[src/fdp_defines.svh]
// register offsets, field positions, reset values and timing for the port
`ifndef FDP_DEFINES_SVH
`define FDP_DEFINES_SVH

// register indexes on the plain register port
`define FDP_OFS_DRIVE_CTRL 3'h0
`define FDP_OFS_DRIVE_STAT 3'h1
`define FDP_OFS_PORT_CFG   3'h2
`define FDP_OFS_ID_CMD     3'h3
`define FDP_OFS_ID_BYTE0   3'h4
`define FDP_OFS_ID_BYTE1   3'h5
`define FDP_OFS_ID_BYTE2   3'h6
`define FDP_OFS_ID_BYTE3   3'h7

// drive control byte: motor 7, selects 6..3, side 2, direction 1, step 0
`define FDP_BIT_MOTOR      7
`define FDP_BIT_SEL_EXT3   6
`define FDP_BIT_SEL_INT    3
`define FDP_BIT_SIDE       2
`define FDP_BIT_DIR        1
`define FDP_BIT_STEP       0
`define FDP_RST_DRIVE_CTRL 8'hFD

// drive status byte: ready 5, track zero 4, write protect 3, change 2
`define FDP_BIT_READY      5
`define FDP_BIT_TRK0       4
`define FDP_BIT_WPROT      3
`define FDP_BIT_CHANGE     2

// port configuration byte
`define FDP_BIT_IDX_EN     0
`define FDP_BIT_WGATE      1
`define FDP_RST_PORT_CFG   2'h0

// identification command byte
`define FDP_BIT_ID_START   7
`define FDP_BIT_ID_BUSY    7
`define FDP_ID_BITS        32

// motor data setup and hold around a select edge
`define FDP_CLK_NS         5
`define FDP_SETUP_NS       1400
`define FDP_SETUP_CYC      ((`FDP_SETUP_NS + `FDP_CLK_NS - 1) / `FDP_CLK_NS)

`endif

[src/fdp_pkg.sv]
// types shared by the floppy drive port control logic
package fdp_pkg;

  // drive control lines in port bit order, bit 7 first
  typedef struct packed {
    logic       motor_n;
    logic [3:0] sel_n;
    logic       side_n;
    logic       dir;
    logic       step_n;
  } fdp_drive_ctrl_s;

  // drive status inputs, all active low
  typedef struct packed {
    logic ready_n;
    logic trk0_n;
    logic wprot_n;
    logic chg_n;
    logic index_n;
    logic flux_n;
  } fdp_drive_stat_s;

  // identification sequencer
  typedef enum logic [3:0] {
    ST_IDLE,
    ST_MON,
    ST_MON_SEL,
    ST_MON_REL,
    ST_MOFF,
    ST_MOFF_SEL,
    ST_MOFF_REL,
    ST_BIT_SEL,
    ST_BIT_REL
  } fdp_id_state_e;

endpackage

[src/fdp_id_shift.sv]
// identification word collector, msb first, inverting each sample
module fdp_id_shift
  import fdp_pkg::*;
#(
  parameter int N = 32
) (
  input  wire logic         ref_clk_i,
  input  wire logic         resetn_i,
  input  wire logic         clr_i,
  input  wire logic         shift_i,
  input  wire logic         bit_n_i,
  output logic      [N-1:0] id_o
);

  typedef struct packed {
    logic [N-1:0] word;
  } fdp_idsh_s;

  // the shift needs at least two bits of word
  if (N < 2) begin : g_chk_n
    $error("N must be at least 2");
  end

  fdp_idsh_s s_ff;
  fdp_idsh_s nxt_s;

  // clear on init, shift the inverted sample in at the bottom
  always_comb begin
    nxt_s = s_ff;
    if (clr_i) begin
      nxt_s.word = '0;
    end else if (shift_i) begin
      nxt_s.word = {s_ff.word[N-2:0], ~bit_n_i};
    end
  end

  always_ff @(posedge ref_clk_i or negedge resetn_i) begin
    if (!resetn_i) begin
      s_ff <= '0;
    end else begin
      s_ff <= nxt_s;
    end
  end

  assign id_o = s_ff.word;

endmodule

[src/fdp_port_ctrl.sv]
// floppy drive port control: drive lines, status, flux and id reader
//
// Overview of operation
// - motor level is set up before a select edge latches it per drive
// - side line active picks head side 1, inactive side 0
// - each step pulse moves the head one cylinder per direction line
// - direction inactive steps inward, active steps outward
// - index edge can raise the level-6 interrupt request when enabled
// - write flux goes out only under write gate; read flux comes in
// - id starts with motor on then off; drive resets its shifter then
// - per bit: select on, sample ready, select off; 32 times
// - id bits come msb first, active low, and are inverted
// - three external drive selects plus one internal select
// - control byte: motor 7, selects 6..3, side 2, dir 1, step 0
// - status byte: ready 5, track zero 4, protect 3, change 2
//
// The address map and the strobed register port were chosen for this implementation.
`include "fdp_defines.svh"

module fdp_port_ctrl
  import fdp_pkg::*;
#(
  parameter int SETUP_CYC = `FDP_SETUP_CYC,
  parameter int ID_BITS   = `FDP_ID_BITS
) (
  input  wire logic       ref_clk_i,
  input  wire logic       resetn_i,
  // register port
  input  wire logic [2:0] reg_addr_i,
  input  wire logic [7:0] reg_wdata_i,
  input  wire logic       reg_wr_i,
  input  wire logic       reg_rd_i,
  output logic      [7:0] reg_rdata_o,
  // drive control lines
  output logic            spindle_on_n_o,
  output logic            internal_unit_select_n_o,
  output logic            external_unit1_select_n_o,
  output logic            external_unit2_select_n_o,
  output logic            external_unit3_select_n_o,
  output logic            head_side_n_o,
  output logic            head_direction_o,
  output logic            head_move_pulse_n_o,
  output logic            write_gate_n_o,
  output logic            write_flux_n_o,
  output logic            system_reset_out_n_o,
  // drive status lines
  input  wire logic       ready_n_i,
  input  wire logic       outer_cylinder_n_i,
  input  wire logic       write_protected_n_i,
  input  wire logic       media_changed_n_i,
  input  wire logic       index_n_i,
  input  wire logic       read_flux_n_i,
  // flux stream and index request on the system side
  input  wire logic       write_flux_i,
  output logic            read_flux_o,
  output logic            index_event_o
);

  ////////////////////////////////////////////////////////////////////////////
  // parameter checks

  if (SETUP_CYC < 1 || SETUP_CYC > 511) begin : g_chk_setup
    $error("SETUP_CYC must lie in 1..511");
  end
  if (ID_BITS != `FDP_ID_BITS) begin : g_chk_id
    $error("ID_BITS must be 32");
  end

  ////////////////////////////////////////////////////////////////////////////
  // state

  typedef struct packed {
    fdp_drive_ctrl_s ctrl;
    logic            idx_en;
    logic            wgate;
    logic [7:0]      rdata;
    logic            rst_out;
    logic [8:0]      tmr;
    fdp_id_state_e   st;
    logic [1:0]      unit;
    logic [5:0]      bitno;
    logic            idx_prev;
    logic            idx_evt;
    logic            wflux_n;
    logic            rflux;
  } fdp_port_s;

  fdp_port_s s_ff;
  fdp_port_s nxt_s;

  fdp_drive_stat_s stat;
  logic [31:0]     id_word;
  logic            id_clr;
  logic            id_shift;
  fdp_drive_ctrl_s wr_ctrl;
  logic [3:0]      sel_fsm;
  logic            busy;
  logic            tmr_done;
  logic [8:0]      setup_val;

  assign setup_val = 9'(SETUP_CYC);
  assign busy      = (s_ff.st != ST_IDLE);
  assign tmr_done  = (s_ff.tmr == 9'h000);
  assign wr_ctrl   = fdp_drive_ctrl_s'(reg_wdata_i);

  ////////////////////////////////////////////////////////////////////////////
  // status input synchroniser

  fdp_sync2 #(
    .W       (6),
    .RST_VAL (6'h3F)
  ) u_sync (
    .ref_clk_i (ref_clk_i),
    .resetn_i  (resetn_i),
    .async_i   ({ready_n_i, outer_cylinder_n_i, write_protected_n_i,
                 media_changed_n_i, index_n_i, read_flux_n_i}),
    .sync_o    (stat)
  );

  ////////////////////////////////////////////////////////////////////////////
  // identification word collector

  fdp_id_shift #(
    .N (32)
  ) u_id (
    .ref_clk_i (ref_clk_i),
    .resetn_i  (resetn_i),
    .clr_i     (id_clr),
    .shift_i   (id_shift),
    .bit_n_i   (stat.ready_n),
    .id_o      (id_word)
  );

  ////////////////////////////////////////////////////////////////////////////
  // next state

  always_comb begin
    nxt_s         = s_ff;
    id_clr        = 1'b0;
    id_shift      = 1'b0;
    nxt_s.rst_out = 1'b1; // drives clear their flops while this is low
    nxt_s.rdata   = 8'h00;

    // shared wait timer: select setup in idle, phase time when busy
    if (!tmr_done) begin
      nxt_s.tmr = s_ff.tmr - 9'h001;
    end

    // drive control writes, refused while the id reader owns the lines
    if (reg_wr_i && reg_addr_i == `FDP_OFS_DRIVE_CTRL && !busy) begin
      nxt_s.ctrl = wr_ctrl; // bit layout of the control byte
      // a new motor level holds selects off for one setup time
      if (wr_ctrl.motor_n != s_ff.ctrl.motor_n) begin
        nxt_s.tmr = setup_val;
      end
      // direction moves only with step idle now and after
      if (!(s_ff.ctrl.step_n && wr_ctrl.step_n)) begin
        nxt_s.ctrl.dir = s_ff.ctrl.dir;
      end
    end

    // configuration writes
    if (reg_wr_i && reg_addr_i == `FDP_OFS_PORT_CFG) begin
      nxt_s.idx_en = reg_wdata_i[`FDP_BIT_IDX_EN];
      nxt_s.wgate  = reg_wdata_i[`FDP_BIT_WGATE];
    end

    // identification sequencer
    case (s_ff.st)
      ST_IDLE: begin
        if (reg_wr_i && reg_addr_i == `FDP_OFS_ID_CMD &&
            reg_wdata_i[`FDP_BIT_ID_START]) begin
          nxt_s.unit         = reg_wdata_i[1:0];
          nxt_s.ctrl.motor_n = 1'b1;
          nxt_s.ctrl.sel_n   = 4'hF;
          nxt_s.tmr          = setup_val;
          nxt_s.st           = ST_MON; // motor on first
        end
      end
      ST_MON: begin
        if (tmr_done) begin
          nxt_s.tmr = setup_val;
          nxt_s.st  = ST_MON_SEL;
        end
      end
      ST_MON_SEL: begin
        if (tmr_done) begin
          nxt_s.tmr = setup_val;
          nxt_s.st  = ST_MON_REL;
        end
      end
      ST_MON_REL: begin
        if (tmr_done) begin
          nxt_s.tmr = setup_val;
          nxt_s.st  = ST_MOFF; // then motor off
        end
      end
      ST_MOFF: begin
        if (tmr_done) begin
          nxt_s.tmr = setup_val;
          nxt_s.st  = ST_MOFF_SEL;
        end
      end
      ST_MOFF_SEL: begin
        if (tmr_done) begin
          nxt_s.tmr = setup_val;
          nxt_s.st  = ST_MOFF_REL;
        end
      end
      ST_MOFF_REL: begin
        // select rests inactive before the first bit
        if (tmr_done) begin
          id_clr      = 1'b1;
          nxt_s.bitno = 6'h00;
          nxt_s.tmr   = setup_val;
          nxt_s.st    = ST_BIT_SEL;
        end
      end
      ST_BIT_SEL: begin
        // sample ready at the end of the select window
        if (tmr_done) begin
          id_shift  = 1'b1;
          nxt_s.tmr = setup_val;
          nxt_s.st  = ST_BIT_REL;
        end
      end
      ST_BIT_REL: begin
        if (tmr_done) begin
          if (s_ff.bitno == 6'(ID_BITS - 1)) begin
            nxt_s.st = ST_IDLE; // all 32 bits
          end else begin
            nxt_s.bitno = s_ff.bitno + 6'h01;
            nxt_s.tmr   = setup_val;
            nxt_s.st    = ST_BIT_SEL;
          end
        end
      end
      default: begin
        nxt_s.st = ST_IDLE;
      end
    endcase

    // index falling edge raises a gated request pulse
    nxt_s.idx_prev = stat.index_n;
    nxt_s.idx_evt  = s_ff.idx_en && s_ff.idx_prev && !stat.index_n;

    // flux: write only under gate, read stream inverted
    nxt_s.wflux_n = ~(s_ff.wgate & write_flux_i);
    nxt_s.rflux   = ~stat.flux_n;

    // register reads, data valid in the following cycle only
    if (reg_rd_i) begin
      case (reg_addr_i)
        `FDP_OFS_DRIVE_CTRL: nxt_s.rdata = s_ff.ctrl;
        `FDP_OFS_DRIVE_STAT: begin
          // ready, track zero, protect, change in place
          nxt_s.rdata[`FDP_BIT_READY]  = stat.ready_n;
          nxt_s.rdata[`FDP_BIT_TRK0]   = stat.trk0_n;
          nxt_s.rdata[`FDP_BIT_WPROT]  = stat.wprot_n;
          nxt_s.rdata[`FDP_BIT_CHANGE] = stat.chg_n;
        end
        `FDP_OFS_PORT_CFG: begin
          nxt_s.rdata[`FDP_BIT_IDX_EN] = s_ff.idx_en;
          nxt_s.rdata[`FDP_BIT_WGATE]  = s_ff.wgate;
        end
        `FDP_OFS_ID_CMD: begin
          nxt_s.rdata[`FDP_BIT_ID_BUSY] = busy;
          nxt_s.rdata[1:0]              = s_ff.unit;
        end
        `FDP_OFS_ID_BYTE0: nxt_s.rdata = id_word[7:0];
        `FDP_OFS_ID_BYTE1: nxt_s.rdata = id_word[15:8];
        `FDP_OFS_ID_BYTE2: nxt_s.rdata = id_word[23:16];
        `FDP_OFS_ID_BYTE3: nxt_s.rdata = id_word[31:24];
        default:           nxt_s.rdata = 8'h00;
      endcase
    end
  end

  ////////////////////////////////////////////////////////////////////////////
  // state register

  always_ff @(posedge ref_clk_i or negedge resetn_i) begin
    if (!resetn_i) begin
      s_ff          <= '0;
      s_ff.ctrl     <= fdp_drive_ctrl_s'(`FDP_RST_DRIVE_CTRL);
      s_ff.idx_prev <= 1'b1;
      s_ff.wflux_n  <= 1'b1;
      s_ff.st       <= ST_IDLE;
    end else begin
      s_ff <= nxt_s;
    end
  end

  ////////////////////////////////////////////////////////////////////////////
  // line drivers

  // id reader select: only its unit, active in the select phases
  always_comb begin
    sel_fsm = 4'hF;
    if (s_ff.st == ST_MON_SEL || s_ff.st == ST_MOFF_SEL ||
        s_ff.st == ST_BIT_SEL) begin
      sel_fsm[s_ff.unit] = 1'b0;
    end
  end

  // selects stay off while a new motor level settles
  logic [3:0] sel_out;
  assign sel_out = busy ? sel_fsm :
                   (s_ff.ctrl.sel_n | {4{!tmr_done}});

  assign spindle_on_n_o = busy ? !(s_ff.st == ST_MON ||
                                   s_ff.st == ST_MON_SEL ||
                                   s_ff.st == ST_MON_REL)
                               : s_ff.ctrl.motor_n;

  // one internal and three external selects
  assign internal_unit_select_n_o  = sel_out[0];
  assign external_unit1_select_n_o = sel_out[1];
  assign external_unit2_select_n_o = sel_out[2];
  assign external_unit3_select_n_o = sel_out[3];

  assign head_side_n_o        = s_ff.ctrl.side_n;
  assign head_direction_o     = s_ff.ctrl.dir;
  assign head_move_pulse_n_o  = s_ff.ctrl.step_n;
  assign write_gate_n_o       = ~s_ff.wgate;
  assign write_flux_n_o       = s_ff.wflux_n;
  assign system_reset_out_n_o = s_ff.rst_out;
  assign read_flux_o          = s_ff.rflux;
  assign index_event_o        = s_ff.idx_evt;
  assign reg_rdata_o          = s_ff.rdata;

endmodule

[src/fdp_sync2.sv]
// two flip-flop synchroniser for drive status inputs
module fdp_sync2
  import fdp_pkg::*;
#(
  parameter int          W       = 6,
  parameter logic [W-1:0] RST_VAL = '1
) (
  input  wire logic         ref_clk_i,
  input  wire logic         resetn_i,
  input  wire logic [W-1:0] async_i,
  output logic      [W-1:0] sync_o
);

  typedef struct packed {
    logic [W-1:0] s1;
    logic [W-1:0] s2;
  } fdp_sync_s;

  fdp_sync_s s_ff;
  fdp_sync_s nxt_s;

  // first stage feeds only the second
  always_comb begin
    nxt_s    = s_ff;
    nxt_s.s1 = async_i;
    nxt_s.s2 = s_ff.s1;
  end

  always_ff @(posedge ref_clk_i or negedge resetn_i) begin
    if (!resetn_i) begin
      s_ff <= {RST_VAL, RST_VAL};
    end else begin
      s_ff <= nxt_s;
    end
  end

  assign sync_o = s_ff.s2;

endmodule

[config.mk]
export PLATFORM = sky130hd
export DESIGN_NAME = fdp_port_ctrl
export DESIGN_NICKNAME = d
export VERILOG_FILES = /design/src/fdp_pkg.sv /design/src/fdp_id_shift.sv /design/src/fdp_port_ctrl.sv /design/src/fdp_sync2.sv
export VERILOG_INCLUDE_DIRS = /design/src
export SDC_FILE = /design/constraint.sdc
export NUM_CORES = 1
export LEC_CHECK = 0
export BUFFER_PORTS_ARGS = -buffer_cell sky130_fd_sc_hd__buf_2
export CORE_MARGIN = 10
export CORE_UTILIZATION = 50
export CTS_CLUSTER_SIZE = 10
export DETAILED_ROUTE_END_ITERATION = 16
export PLACE_DENSITY = 0.69
export RECOVER_POWER = 100
export SYNTH_ARGS = -nofsm -noshare
export SYNTH_HDL_FRONTEND = slang
export SYNTH_SLANG_ARGS = --single-unit
[constraint.sdc]
create_clock -name ref_clk_i -period 2.5 [get_ports ref_clk_i]
set_input_delay 0.5 -clock ref_clk_i [delete_from_list [all_inputs] [get_ports ref_clk_i]]
set_output_delay 0.5 -clock ref_clk_i [all_outputs]
set_load 0.03 [all_outputs]
==> results.txt <==
Seq. cell area - 0.00223 mm²
Setup tns final - 0 ns
CP Capture Type - primary output
GRT Total Usage - 15.7%
Placed insts - 529
CP required - 2.00 ns
Post-layout min period - 2.39 ns
Hold depth - 1
Power Dens Cells - 540 mW/mm²
Worst Tran Pin Value - 0.936 ns
Max-cap violation count - 0
Worst setup startpoint - s_ff[16]
Ys async rst share - 100%
Cell Area, Synth - 0.00426 mm²
DIE HEIGHT - 112 µm
NumNets Final - 467
Final Instance Area - 0.00480 mm²
Row count - 33
Final ANT Viol Nets - 0
Post-Synthesis Cells - 395
Leak - 2.08 nW
Clock slew at reported path FFs - 0.09 ns
Initial antenna violation count - 0
Final setup viols - 0
Area grow syn2layout - 12.6%
Crit-path max FO - 4
Hold WC Path Type - in2reg
Final HPWL DP - 7060 µm
Cts bufs inserted - 9
Outcome - complete, no violations
Final Max Tran Viols - 0
Avg Cell Area, Syn - 10.8 µm²
R2R setup slack - 0.16 ns
Initial DRC Count - 253
DR WL/cell - 17.9 µm
CP Class - reg2out
Top FF cell, synth - dfrtp_1
Final Cycle Share - 95.6%
CTS tree - done
Total Wirelength - 9890 µm
I/O pins - 43
Layout cells sized above 1 - 23.9%
Max Freq - 419 MHz
Number of global-route vias before repair - 3208
Grt total ovfl - 0
Placed cell area - 0.00458 mm²
Critical path arrival - 1.89 ns
Synth Register Bits - 88
Worst Skew - 0.00866 ns
Synth warn - 0
Chip width - 112 µm
Clock root buffer master - clkbuf_8
Router iterations before antenna repair - 4
Post-synthesis sequential area ratio - 52.3%
Final Hold Viols - 0
First-pass GRT wire length - 16400 µm
Syn nets - 420
Worst hold endpoint - u_sync.nxt_s[2]
VDD IR max - 319 µV
CTS HTree Levels - 3
Total die area - 0.0126 mm²
Layout Utilization - 58.1%
Clock sinks - 88
Reg2reg path depth - 6
# diodes - 0
Worst r2r dst - s_ff[17]
Multi-input combinational cell area - 0.00182 mm²
Layout fillers - 717
GP Congestion - 0.859
Initial Util - 51.6%
Core area - 0.00826 mm²
Clk buf depth - 2
Worst setup margin - 0.111 ns
Post-synth EDFFs - 0
Worst skew pair latency - 0.36 ns
Cell Count, Final, Fillers Out - 552
Vias post-DR - 3176
Beginning of the worst hold path - media_changed_n_i
Synth cell types - 63
Element type at the critical path start - register
Pin count of the biggest net entering global routing - 75
Pre-CTS setup slack - 0.284 ns
Via density - 5.75
Port Buffers - 42
Slew margin rel. - 37.6%
Reg2reg start - s_ff[16]
Residual DRC count - 0
-- layout make-up --
class | instances | area share (%)
Sequential cell | 88 | 46.5
Clock buffer | 12 | 3.47
Tap cell | 105 | 2.74
Timing Repair Buffer | 66 | 8.14
Multi-Input combinational cell | 270 | 37.9
Inverter | 7 | 0.548
Clock inverter | 4 | 0.704
-- worst max-delay path by stage --
stage | slack, ns | end | cells after the start
floorplan | 0.35 | external_unit1_select_n_o | 5
global placement | 0.34 | u_id.id_o[9] | 7
detailed placement | 0.28 | u_id.id_o[8] | 7
CTS | 0.0003 | internal_unit_select_n_o | 5
global route | -0.01 | internal_unit_select_n_o | 6
finish | 0.11 | internal_unit_select_n_o | 6
-- kinds of logic (layout without fill, tap and decap cells) --
| group | Yosys count | in the layout | synth area share [%] |
|---|---|---|---|
| buffers and inverters | 37 | 89 | 4.76 |
| flip-flops | 88 | 88 | 52.3 |
| AO/OA/AOI/OAI | 90 | 90 | 15.1 |
| other | 1 | 1 | 0.0880 |
| adder cells (fa/ha/maj) | 3 | 3 | 0.881 |
| AND/OR/NAND/NOR | 144 | 144 | 18.6 |
| XOR/XNOR | 8 | 8 | 1.64 |
| multiplexers | 24 | 24 | 6.61 |
-- power breakdown --
group          switching [W]  internal, W  total, W
Sequential         0.0000129      0.00146   0.00147
Clock               0.000517     0.000458  0.000975
Combinational       0.000101    0.0000436  0.000144
Total               0.000630      0.00196   0.00259
-- cell usage after synthesis, drive strengths merged (5+ instances only) --
cell type | instances | share of area [%]
a21oi | 32 | 4.0
a22o | 11 | 2.3
a22oi | 6 | 1.1
and2 | 5 | 0.73
buf | 21 | 3.3
clkbuf | 9 | 0.82
dfrtp | 67 | 39
dfstp | 21 | 13
inv | 7 | 0.62
mux2 | 13 | 3.4
mux2i | 9 | 2.1
nand2 | 67 | 5.9
nand3 | 8 | 0.94
nor2 | 15 | 1.4
nor2b | 6 | 0.88
nor3 | 8 | 1.2
nor4 | 5 | 1.4
o21ai | 5 | 0.59
o22a | 5 | 1.0
or3 | 6 | 1.0
xnor2 | 5 | 1.0
-- registers in the layout (all words and copies together) (netlist names) --
register and count:
u_id.id_o 32, s_ff 29, reg_rdata_o 8, u_sync.nxt_s 6
u_sync.sync_o 6, head_direction_o 1, head_move_pulse_n_o 1, head_side_n_o 1
index_event_o 1, read_flux_o 1, system_reset_out_n_o 1, write_flux_n_o 1
-- routing by layer --
layer	vias up	GRT usage, %	part of all wire, %
li1	1496	-	-
met4	0	4.40	1.3
met5	-	0	0
met2	91	23.0	45
met3	10	4.79	5.8
met1	1579	21.9	47
-- critical path: stages (launching register included) --
cell	delay, ns
dfrtp_1	0.42
inv_1	0.09
ha_1	0.18
nor4b_4	0.26
nand3_2	0.15
o22a_1	0.25
buf_4	0.18
-- placed cells by master, fill, tap and decap left out, types with 7 or more instances in the layout --
cell | Yosys | final
a22o_1 | 11 | 11
dfstp_2 | 21 | 20
clkbuf_8 | 0 | 10
a21oi_1 | 31 | 30
inv_1 | 7 | 7
mux2_2 | 13 | 13
buf_2 | 8 | 20
nand3_1 | 8 | 7
buf_4 | 8 | 21
dfrtp_1 | 67 | 65
nor2_1 | 14 | 14
nand2_1 | 67 | 67
nor3_1 | 7 | 8
mux2i_1 | 9 | 9
clkbuf_1 | 8 | 23
-- metrics by stage --
| step | total power, W | hold slack [ns] |
|---|---|---|
| 3_3_place_gp | 0.00164 | 0.346 |
| 5_1_grt | 0.00269 | 0.204 |
| 2_1_floorplan | 0.00157 | 0.204 |
| 4_1_cts | 0.00263 | 0.204 |
| 3_5_place_dp | 0.00165 | 0.347 |
| 6_report | 0.00259 | 0.228 |
-- repair_timing --
action	in CTS	in global routing
setup endpoints to repair	4	4
hold endpoints to repair	14	0
gates resized for setup	2	7
hold buffers	1	0
pin swaps	1	3
buffers inserted	1	5
Power figures use the tool's default switching activity.
